$ cat config.mk
export PLATFORM = sky130hd
export DESIGN_NAME = eid_extint
export DESIGN_NICKNAME = d
export VERILOG_FILES = /design/src/logic/eid_pkg.sv /design/src/logic/eid_extint.sv /design/src/logic/eid_pin_sync.sv
export VERILOG_INCLUDE_DIRS = /design/src /design/src/logic
export SDC_FILE = /design/constraint.sdc
export NUM_CORES = 1
export LEC_CHECK = 0
export BUFFER_PORTS_ARGS = -buffer_cell sky130_fd_sc_hd__buf_2
export CAP_MARGIN = 20
export CORE_MARGIN = 4
export CORE_UTILIZATION = 29
export DETAILED_ROUTE_END_ITERATION = 6
export GPL_TIMING_DRIVEN = 0
export PLACE_DENSITY = 0.65
export SLEW_MARGIN = 20
export SYNTH_ARGS = -nofsm -noshare
export SYNTH_HDL_FRONTEND = slang
export SYNTH_SLANG_ARGS = --single-unit
$ cat constraint.sdc
create_clock -name pclk -period 3.1 [get_ports pclk]
set_input_delay 0 -clock pclk [delete_from_list [all_inputs] [get_ports pclk]]
set_output_delay 0 -clock pclk [all_outputs]
set_load 0.005 [all_outputs]
$ cat src/logic/eid_defines.svh
// Purpose: offsets, field positions, reset values of the external pin interrupt block
// Assumes: APB byte addresses, one 32-bit aligned word per register
// Notes: register offsets chosen for this block
`ifndef EID_DEFINES_SVH
`define EID_DEFINES_SVH

// ****************************************
// register map
// ****************************************
`define EID_ADDR_W 4
`define EID_OFF_CTRL 4'h0
`define EID_OFF_ISTAT 4'h4
`define EID_OFF_IMASK 4'h8

// ****************************************
// control/status fields
// ****************************************
`define EID_BIT_PULL_DIS 6
`define EID_BIT_POL 5
`define EID_BIT_PIN_EN 4
`define EID_BIT_FLAG 3
`define EID_BIT_ACK 2
`define EID_BIT_IE 1
`define EID_BIT_MODE 0

// ****************************************
// reset values
// ****************************************
`define EID_CTRL_RST 8'h00
`define EID_ZERO32 32'h0000_0000

`endif

$ cat src/logic/eid_pkg.sv
// Purpose: types shared by the external pin interrupt block
// Assumes: nothing beyond the defines header
// Notes: access phases of the apb slave
package eid_pkg;

  // ****************************************
  // apb slave phase, gray along idle-setup-access
  // ****************************************
  typedef enum logic [1:0] {
    EID_IDLE = 2'b00,
    EID_SETUP = 2'b01,
    EID_ACCESS = 2'b11
  } eid_phase_t;

endpackage : eid_pkg

$ cat src/logic/eid_extint.sv
// Purpose: external interrupt pin detect, flag, acknowledge and cpu request with apb access
// Assumes: apb master per protocol; pin asynchronous to pclk
// Notes: pull steering outputs drive the pad; zero wait state apb slave
//
// The APB interface to the registers and the placing of the registers were chosen for this implementation.
`timescale 1ns/100ps
`include "eid_defines.svh"

// What this block does
// - With the pin enabled, bit 6 at 1 switches the pull resistor off and at 0 keeps it on.
// - Bit 5 picks falling/low sense at 0 and rising/high sense at 1.
// - With the pin enabled the pull is a pull-down for rising sense and a pull-up for falling.
// - Bit 4 turns the pin interrupt function on at 1 and off at 0.
// - Bit 3 is a read-only flag set on a qualifying event, 0 when nothing is pending.
// - Writing 1 to bit 2 clears the flag, writing 0 does nothing, and bit 2 reads 0.
// - In edge-and-level mode an acknowledge does not clear the flag while the pin is asserted.
// - With bit 1 set the cpu request follows the flag; with it clear no request is made.
// - Bit 0 selects edge-only detection at 0 and edge plus level at 1.
module eid_extint
  import eid_pkg::*;
(
  input wire logic pclk,
  input wire logic presetn,
  input wire logic psel,
  input wire logic penable,
  input wire logic pwrite,
  input wire logic [`EID_ADDR_W-1:0] paddr,
  input wire logic [31:0] pwdata,
  input wire logic [3:0] pstrb,
  output logic [31:0] prdata,
  output logic pready,
  output logic pslverr,
  input wire logic extint_pin,
  output logic pull_up_en,
  output logic pull_down_en,
  output logic cpu_irq,
  output logic sys_irq
);

  // ****************************************
  // state
  // ****************************************
  typedef struct packed {
    eid_phase_t phase;
    logic pull_dis;
    logic pol;
    logic pin_en;
    logic flag;
    logic ie;
    logic mode;
    logic [1:0] settle;
    logic ev_stat;
    logic ev_mask;
    logic [31:0] rdata;
    logic ready;
    logic slverr;
    logic pu;
    logic pd;
    logic cpu_irq;
    logic sys_irq;
  } eid_state_t;

  eid_state_t st_ff;
  eid_state_t nxt_st;

  logic pin_cur;
  logic pin_prev;

  // ****************************************
  // pin synchroniser
  // ****************************************
  eid_pin_sync u_sync
  (
    .pclk(pclk),
    .presetn(presetn),
    .pin_in(extint_pin),
    .pin_cur(pin_cur),
    .pin_prev(pin_prev)
  );

  // ****************************************
  // combinational next state
  // ****************************************
  logic asserted;
  logic was_asserted;
  logic edge_ev;
  logic level_ev;
  logic event_hit;
  logic wr_acc;
  logic rd_setup;
  logic ack_req;
  logic ack_clear;
  logic [7:0] ctrl_view;
  logic [31:0] rd_word;
  logic mapped;
  logic [7:0] wb;
  logic [7:0] w1c;

  always_comb
  begin
    nxt_st = st_ff;
    // sense follows polarity bit
    asserted = st_ff.pol ? pin_cur : ~pin_cur;
    was_asserted = st_ff.pol ? pin_prev : ~pin_prev;
    // settle masks only the first cycle after enable, so a stale
    // sample pair never fakes an edge when the pin function is switched on
    edge_ev = st_ff.pin_en && (st_ff.settle == 2'd0) && asserted && !was_asserted;
    level_ev = st_ff.pin_en && (st_ff.settle == 2'd0) && st_ff.mode && asserted;
    event_hit = edge_ev || level_ev;

    mapped = (paddr == `EID_OFF_CTRL) || (paddr == `EID_OFF_ISTAT) ||
      (paddr == `EID_OFF_IMASK);
    wr_acc = psel && penable && pwrite && mapped;
    rd_setup = psel && !penable && !pwrite;
    wb = pstrb[0] ? pwdata[7:0] : 8'h00;

    // acknowledge only on write-one; held level blocks it in level mode
    ack_req = wr_acc && (paddr == `EID_OFF_CTRL) && wb[`EID_BIT_ACK];
    ack_clear = ack_req && !(st_ff.mode && st_ff.pin_en && asserted);

    // flag: a new event wins over a same-cycle acknowledge
    if (event_hit)
      nxt_st.flag = 1'b1;
    else if (ack_clear)
      nxt_st.flag = 1'b0;

    // control writes, low byte lane only
    if (wr_acc && (paddr == `EID_OFF_CTRL) && pstrb[0])
    begin
      nxt_st.pull_dis = pwdata[`EID_BIT_PULL_DIS];
      nxt_st.pol = pwdata[`EID_BIT_POL];
      nxt_st.pin_en = pwdata[`EID_BIT_PIN_EN];
      nxt_st.ie = pwdata[`EID_BIT_IE];
      nxt_st.mode = pwdata[`EID_BIT_MODE];
    end

    // settle counter restarts whenever the function is off
    if (!nxt_st.pin_en)
      nxt_st.settle = 2'd2;
    else if (st_ff.settle != 2'd0)
      nxt_st.settle = st_ff.settle - 2'd1;

    // sticky event status bit 0, write-one-to-clear; set wins
    w1c = (wr_acc && (paddr == `EID_OFF_ISTAT)) ? wb : 8'h00;
    if (event_hit)
      nxt_st.ev_stat = 1'b1;
    else if (w1c[0])
      nxt_st.ev_stat = 1'b0;
    if (wr_acc && (paddr == `EID_OFF_IMASK) && pstrb[0])
      nxt_st.ev_mask = pwdata[0];

    // read view; acknowledge bit always reads zero
    ctrl_view = 8'h00;
    ctrl_view[`EID_BIT_PULL_DIS] = st_ff.pull_dis;
    ctrl_view[`EID_BIT_POL] = st_ff.pol;
    ctrl_view[`EID_BIT_PIN_EN] = st_ff.pin_en;
    ctrl_view[`EID_BIT_FLAG] = st_ff.flag;
    ctrl_view[`EID_BIT_ACK] = 1'b0;
    ctrl_view[`EID_BIT_IE] = st_ff.ie;
    ctrl_view[`EID_BIT_MODE] = st_ff.mode;
    unique case (paddr)
      `EID_OFF_CTRL: rd_word = {24'h00_0000, ctrl_view};
      `EID_OFF_ISTAT: rd_word = {31'h0000_0000, st_ff.ev_stat};
      `EID_OFF_IMASK: rd_word = {31'h0000_0000, st_ff.ev_mask};
      default: rd_word = `EID_ZERO32;
    endcase

    // apb phases: data registered in setup so access has one wait-free cycle
    nxt_st.ready = 1'b0;
    nxt_st.slverr = 1'b0;
    unique case (st_ff.phase)
      EID_IDLE, EID_ACCESS:
      begin
        if (psel && !penable)
        begin
          nxt_st.phase = EID_SETUP;
          nxt_st.ready = 1'b1;
          nxt_st.slverr = !mapped;
          if (rd_setup)
            nxt_st.rdata = rd_word;
        end
        else
          nxt_st.phase = EID_IDLE;
      end
      EID_SETUP:
      begin
        nxt_st.phase = EID_ACCESS;
      end
      default:
      begin
        nxt_st.phase = EID_IDLE;
      end
    endcase

    // pull steering only while the pin function is on
    nxt_st.pu = nxt_st.pin_en && !nxt_st.pull_dis && !nxt_st.pol;
    nxt_st.pd = nxt_st.pin_en && !nxt_st.pull_dis && nxt_st.pol;
    // cpu request follows the flag when enabled
    nxt_st.cpu_irq = nxt_st.ie && nxt_st.flag;
    nxt_st.sys_irq = nxt_st.ev_stat && nxt_st.ev_mask;
  end

  // ****************************************
  // state register
  // ****************************************
  // everything clears, including control bits and flag, except settle which loads 2
  always_ff @(posedge pclk or negedge presetn)
  begin
    if (!presetn)
    begin
      st_ff <= '0;
      st_ff.phase <= EID_IDLE;
      st_ff.settle <= 2'd2;
    end
    else
      st_ff <= nxt_st;
  end

  // ****************************************
  // outputs, straight from flops
  // ****************************************
  assign prdata = st_ff.rdata;
  assign pready = st_ff.ready;
  assign pslverr = st_ff.slverr;
  assign pull_up_en = st_ff.pu;
  assign pull_down_en = st_ff.pd;
  assign cpu_irq = st_ff.cpu_irq;
  assign sys_irq = st_ff.sys_irq;

endmodule : eid_extint

$ cat src/logic/eid_pin_sync.sv
// Purpose: two-flop synchroniser for the interrupt pin plus a sample stage
// Assumes: pin may change at any time
// Notes: only the second flop and later are looked at by the detector
`timescale 1ns/100ps
module eid_pin_sync
(
  input wire logic pclk,
  input wire logic presetn,
  input wire logic pin_in,
  output logic pin_cur,
  output logic pin_prev
);

  typedef struct packed {
    logic meta;
    logic cur;
    logic prev;
  } eid_sync_t;

  eid_sync_t st_ff;
  eid_sync_t nxt_st;

  // shift chain; meta feeds cur only
  always_comb
  begin
    nxt_st = st_ff;
    nxt_st.meta = pin_in;
    nxt_st.cur = st_ff.meta;
    nxt_st.prev = st_ff.cur;
  end

  // reset to zero; detector masks the first samples after enable anyway
  always_ff @(posedge pclk or negedge presetn)
  begin
    if (!presetn)
      st_ff <= '0;
    else
      st_ff <= nxt_st;
  end

  assign pin_cur = st_ff.cur;
  assign pin_prev = st_ff.prev;

endmodule : eid_pin_sync

==> summary.md <==
| Metric | Value |
|---|---|
| Clk slew on worst S/H paths | `100 ps` |
| CP Cell Sequence | `inv_1, ha_1, nand3b_1, or2_2, clkbuf_1, nand2_1, nand2_1` |
| Crit start category | `flop` |
| Total die area | `6030 um^2` |
| Initial antenna violation count | `0` |
| Asr flop ratio synth | `100%` |
| Wire per inst | `9.01 um` |
| Chip height | `77.7 um` |
| CTS root buf | `clkbuf_8` |
| Post-Synthesis Cells | `144` |
| Vias in the first global route | `999` |
| DRT iter0 DRCs | `66` |
| YS warnings | `0` |
| Most frequent CP cell | `nand2_1` |
| Via count | `996` |
| Fin. max-slew vios | `0` |
| RSZ-0062 raised after global routing | `false` |
| WHS | `18.9 ps` |
| Final hold vios | `0` |
| Drt pass-1 iters | `4` |
| Vias per Instance | `3.64` |
| Overall routing resource usage | `8.93%` |
| Antenna-violating nets left | `0` |
| Crit end category | `flop` |
| Flop2flop setup slack | `1590 ps` |
| Half-perimeter wire length after placement | `2040 um` |
| Area growth from synthesis to layout | `30.3%` |
| PD cells | `425 nW/um^2` |
| Fin worst setup slack | `1590 ps` |
| Post-route DRC | `0` |
| Worst Path Arrival | `1690 ps` |
| Clk sinks | `27` |
| Final period util | `48.7%` |
| Port buffer count | `28` |
| Inserted Clock Buffers | `3` |
| Status | `complete, no violations` |
| Antenna Cells | `0` |
| IO Pins | `84` |
| Leakage | `1.02 nW` |
| Distinct cells, synth | `32` |
| Layout cell share with drive strength beyond 1 | `35.3%` |
| Hold/Removal Path Class | `in -> reg` |
| Final wirelength | `2470 um` |
| Nets@finish | `257` |
| Die W | `77.7 um` |
| Mapped Area | `1410 um^2` |
| Initial Util | `29.8%` |
| Met2 WL | `1270 um` |
| Row cnt | `25` |
| Global-route wire length before repair | `4380 um` |
| Clock latency on the worst-skew pair | `270 ps` |
| Skew final | `11.9 ps` |
| H-tree Lvls | `1` |
| Rel. slew slack | `59.4%` |
| Sequential fraction of the synthesis area | `48.1%` |
| Reg2reg path depth | `7` |
| Max VDD drop | `0.246 mV` |
| WL met3 | `189 um` |
| DR top layer | `met4` |
| Pre-CTS setup slack | `1480 ps` |
| Pin count of the biggest net entering global routing | `28` |
| Tmin final | `1510 ps` |
| Post-CTS Resized | `0` |
| Post-synth EDFFs | `0` |
| F_max | `662 MHz` |
| CP max FO | `6` |
| Wire length on met1 | `990 um` |
| Synth Area per Inst | `9.77 um^2` |
| CP max-delay cell | `dfrtp_1` |
| CTS Buffer Depth | `2` |
| Max-cap violation count | `0` |
| CTS tree | `yes` |
| #FFs+latches synth | `27` |
| RD Place Congestion | `0.669` |
| Crit path required time | `3280 ps` |
| Synth Flop Type | `dfrtp_1` |
| Critical path class | `reg -> reg` |
| CORE AREA | `4720 um^2` |
| FILL cells | `472` |
| Grt ovf | `0` |
| Worst hold stages | `3` |
| Setup Viol. Count Final | `0` |
| Measured slew at the worst slew-check pin | `608 ps` |
| Setup TNS Final | `0 ps` |
| CP max stage delay | `360 ps` |
critical path, delay by kind of cell, from the launching register on:
kind | cells | cell delay [ps]
simple gates | 4 | 580
flops | 1 | 360
fa+ha+maj | 1 | 260
buf+inv | 2 | 210
kinds of logic (layout without fill, tap and decap cells):
| group | Yosys count | count (layout) | share of synthesized area (%) |
|---|---|---|---|
| adder cells (fa/ha/maj) | 3 | 3 | 2.67 |
| flip-flops | 27 | 27 | 48.1 |
| buffers and inverters | 41 | 79 | 20.1 |
| other | 1 | 26 | 0.266 |
| XOR/XNOR | 2 | 2 | 1.24 |
| AND/OR/NAND/NOR | 54 | 54 | 18.9 |
| multiplexers | 5 | 5 | 3.82 |
| AO/OA/AOI/OAI | 11 | 11 | 4.89 |
final cells by class:
cell class	count	area, um^2	area share (%)
plain buffers	35	259	14.1
inverters	6	23.8	1.30
multi-input cells	101	542	29.5
clock inverters	1	7.51	0.409
clock buffers	3	41.3	2.25
flip-flops and latches	27	677	36.9
well taps	67	83.8	4.57
repair buffers	34	200	10.9
through the flow:
stage | instances | cell area (um^2) | util [%] | total power [mW]
after detailed placement | 264 | 1730 | 36.5 | 0.585
after global routing | 274 | 1830 | 38.8 | 0.842
after global placement | 264 | 1730 | 36.5 | 0.579
final | 274 | 1830 | 38.8 | 0.780
after floorplan | 169 | 1500 | - | 0.527
after CTS | 274 | 1830 | 38.8 | 0.794
synth_stat cells, types with 3 or more instances:
library cell	n	area, um^2
o21ai_0	3	15.0
mux2_2	3	33.8
nor2_1	5	18.8
dfrtp_1	26	651
nand3_1	7	35.0
nand3b_1	4	30.0
ha_1	3	37.5
inv_1	5	18.8
nand2_1	29	109
buf_4	32	240
where the power goes:
part / leakage (nW) / switching, mW / internal (mW) / total [mW]
combinational: 0.646 / 0.0822 / 0.0865 / 0.169
clock: 0.0217 / 0.108 / 0.0912 / 0.199
sequential: 0.350 / 0.0194 / 0.392 / 0.412
state kept, by name, indices dropped and copies added, names as in the netlist:
signal,flops
ctrl_view,6
prdata,6
st_ff,6
cpu_irq,1
pready,1
pslverr,1
pull_down_en,1
pull_up_en,1
sys_irq,1
u_sync.nxt_st,1
u_sync.pin_cur,1
u_sync.pin_prev,1
worst paths after layout:
path	end	from
worst max-delay path	prdata[0]$_DFFE_PN0P_	st_ff[48]$_DFF_PN0_
worst min-delay path	pslverr$_DFF_PN0_	paddr[3]
worst max register to register	prdata[0]$_DFFE_PN0P_	st_ff[48]$_DFF_PN0_
worst min register to register	u_sync.pin_cur$_DFF_PN0_	u_sync.nxt_st[1]$_DFF_PN0_
max in group asynchronous	ctrl_view[0]$_DFFE_PN0N_	presetn
min in group asynchronous	pull_down_en$_DFF_PN0_	presetn
what timing repair did:
item | in CTS | in global routing
endpoints found under the hold margin | 31 | 0
hold buffers | 6 | 0
buffers inserted | 0 | 0
cell usage in the layout (no fill, tap or decap), types with 2 or more instances in the layout:
master	n
dfrtp_1	26
buf_4	32
clkbuf_1	2
clkbuf_8	3
inv_1	5
nand3_1	7
xor2_1	2
conb_1	26
buf_2	28
ha_1	3
a21oi_1	2
nand3b_1	4
mux2_2	3
nor3_1	2
dlygate4sd3_1	6
o21ai_0	3
nor2_1	5
nand2_1	29
mux2i_1	2
layer usage:
metal  up-vias  track usage (%)
met5         -                0
li1        529                -
met3         2             3.71
met1       436             10.6
met4         0             2.67
met2        29             14.6
Power figures use the tool's default switching activity.
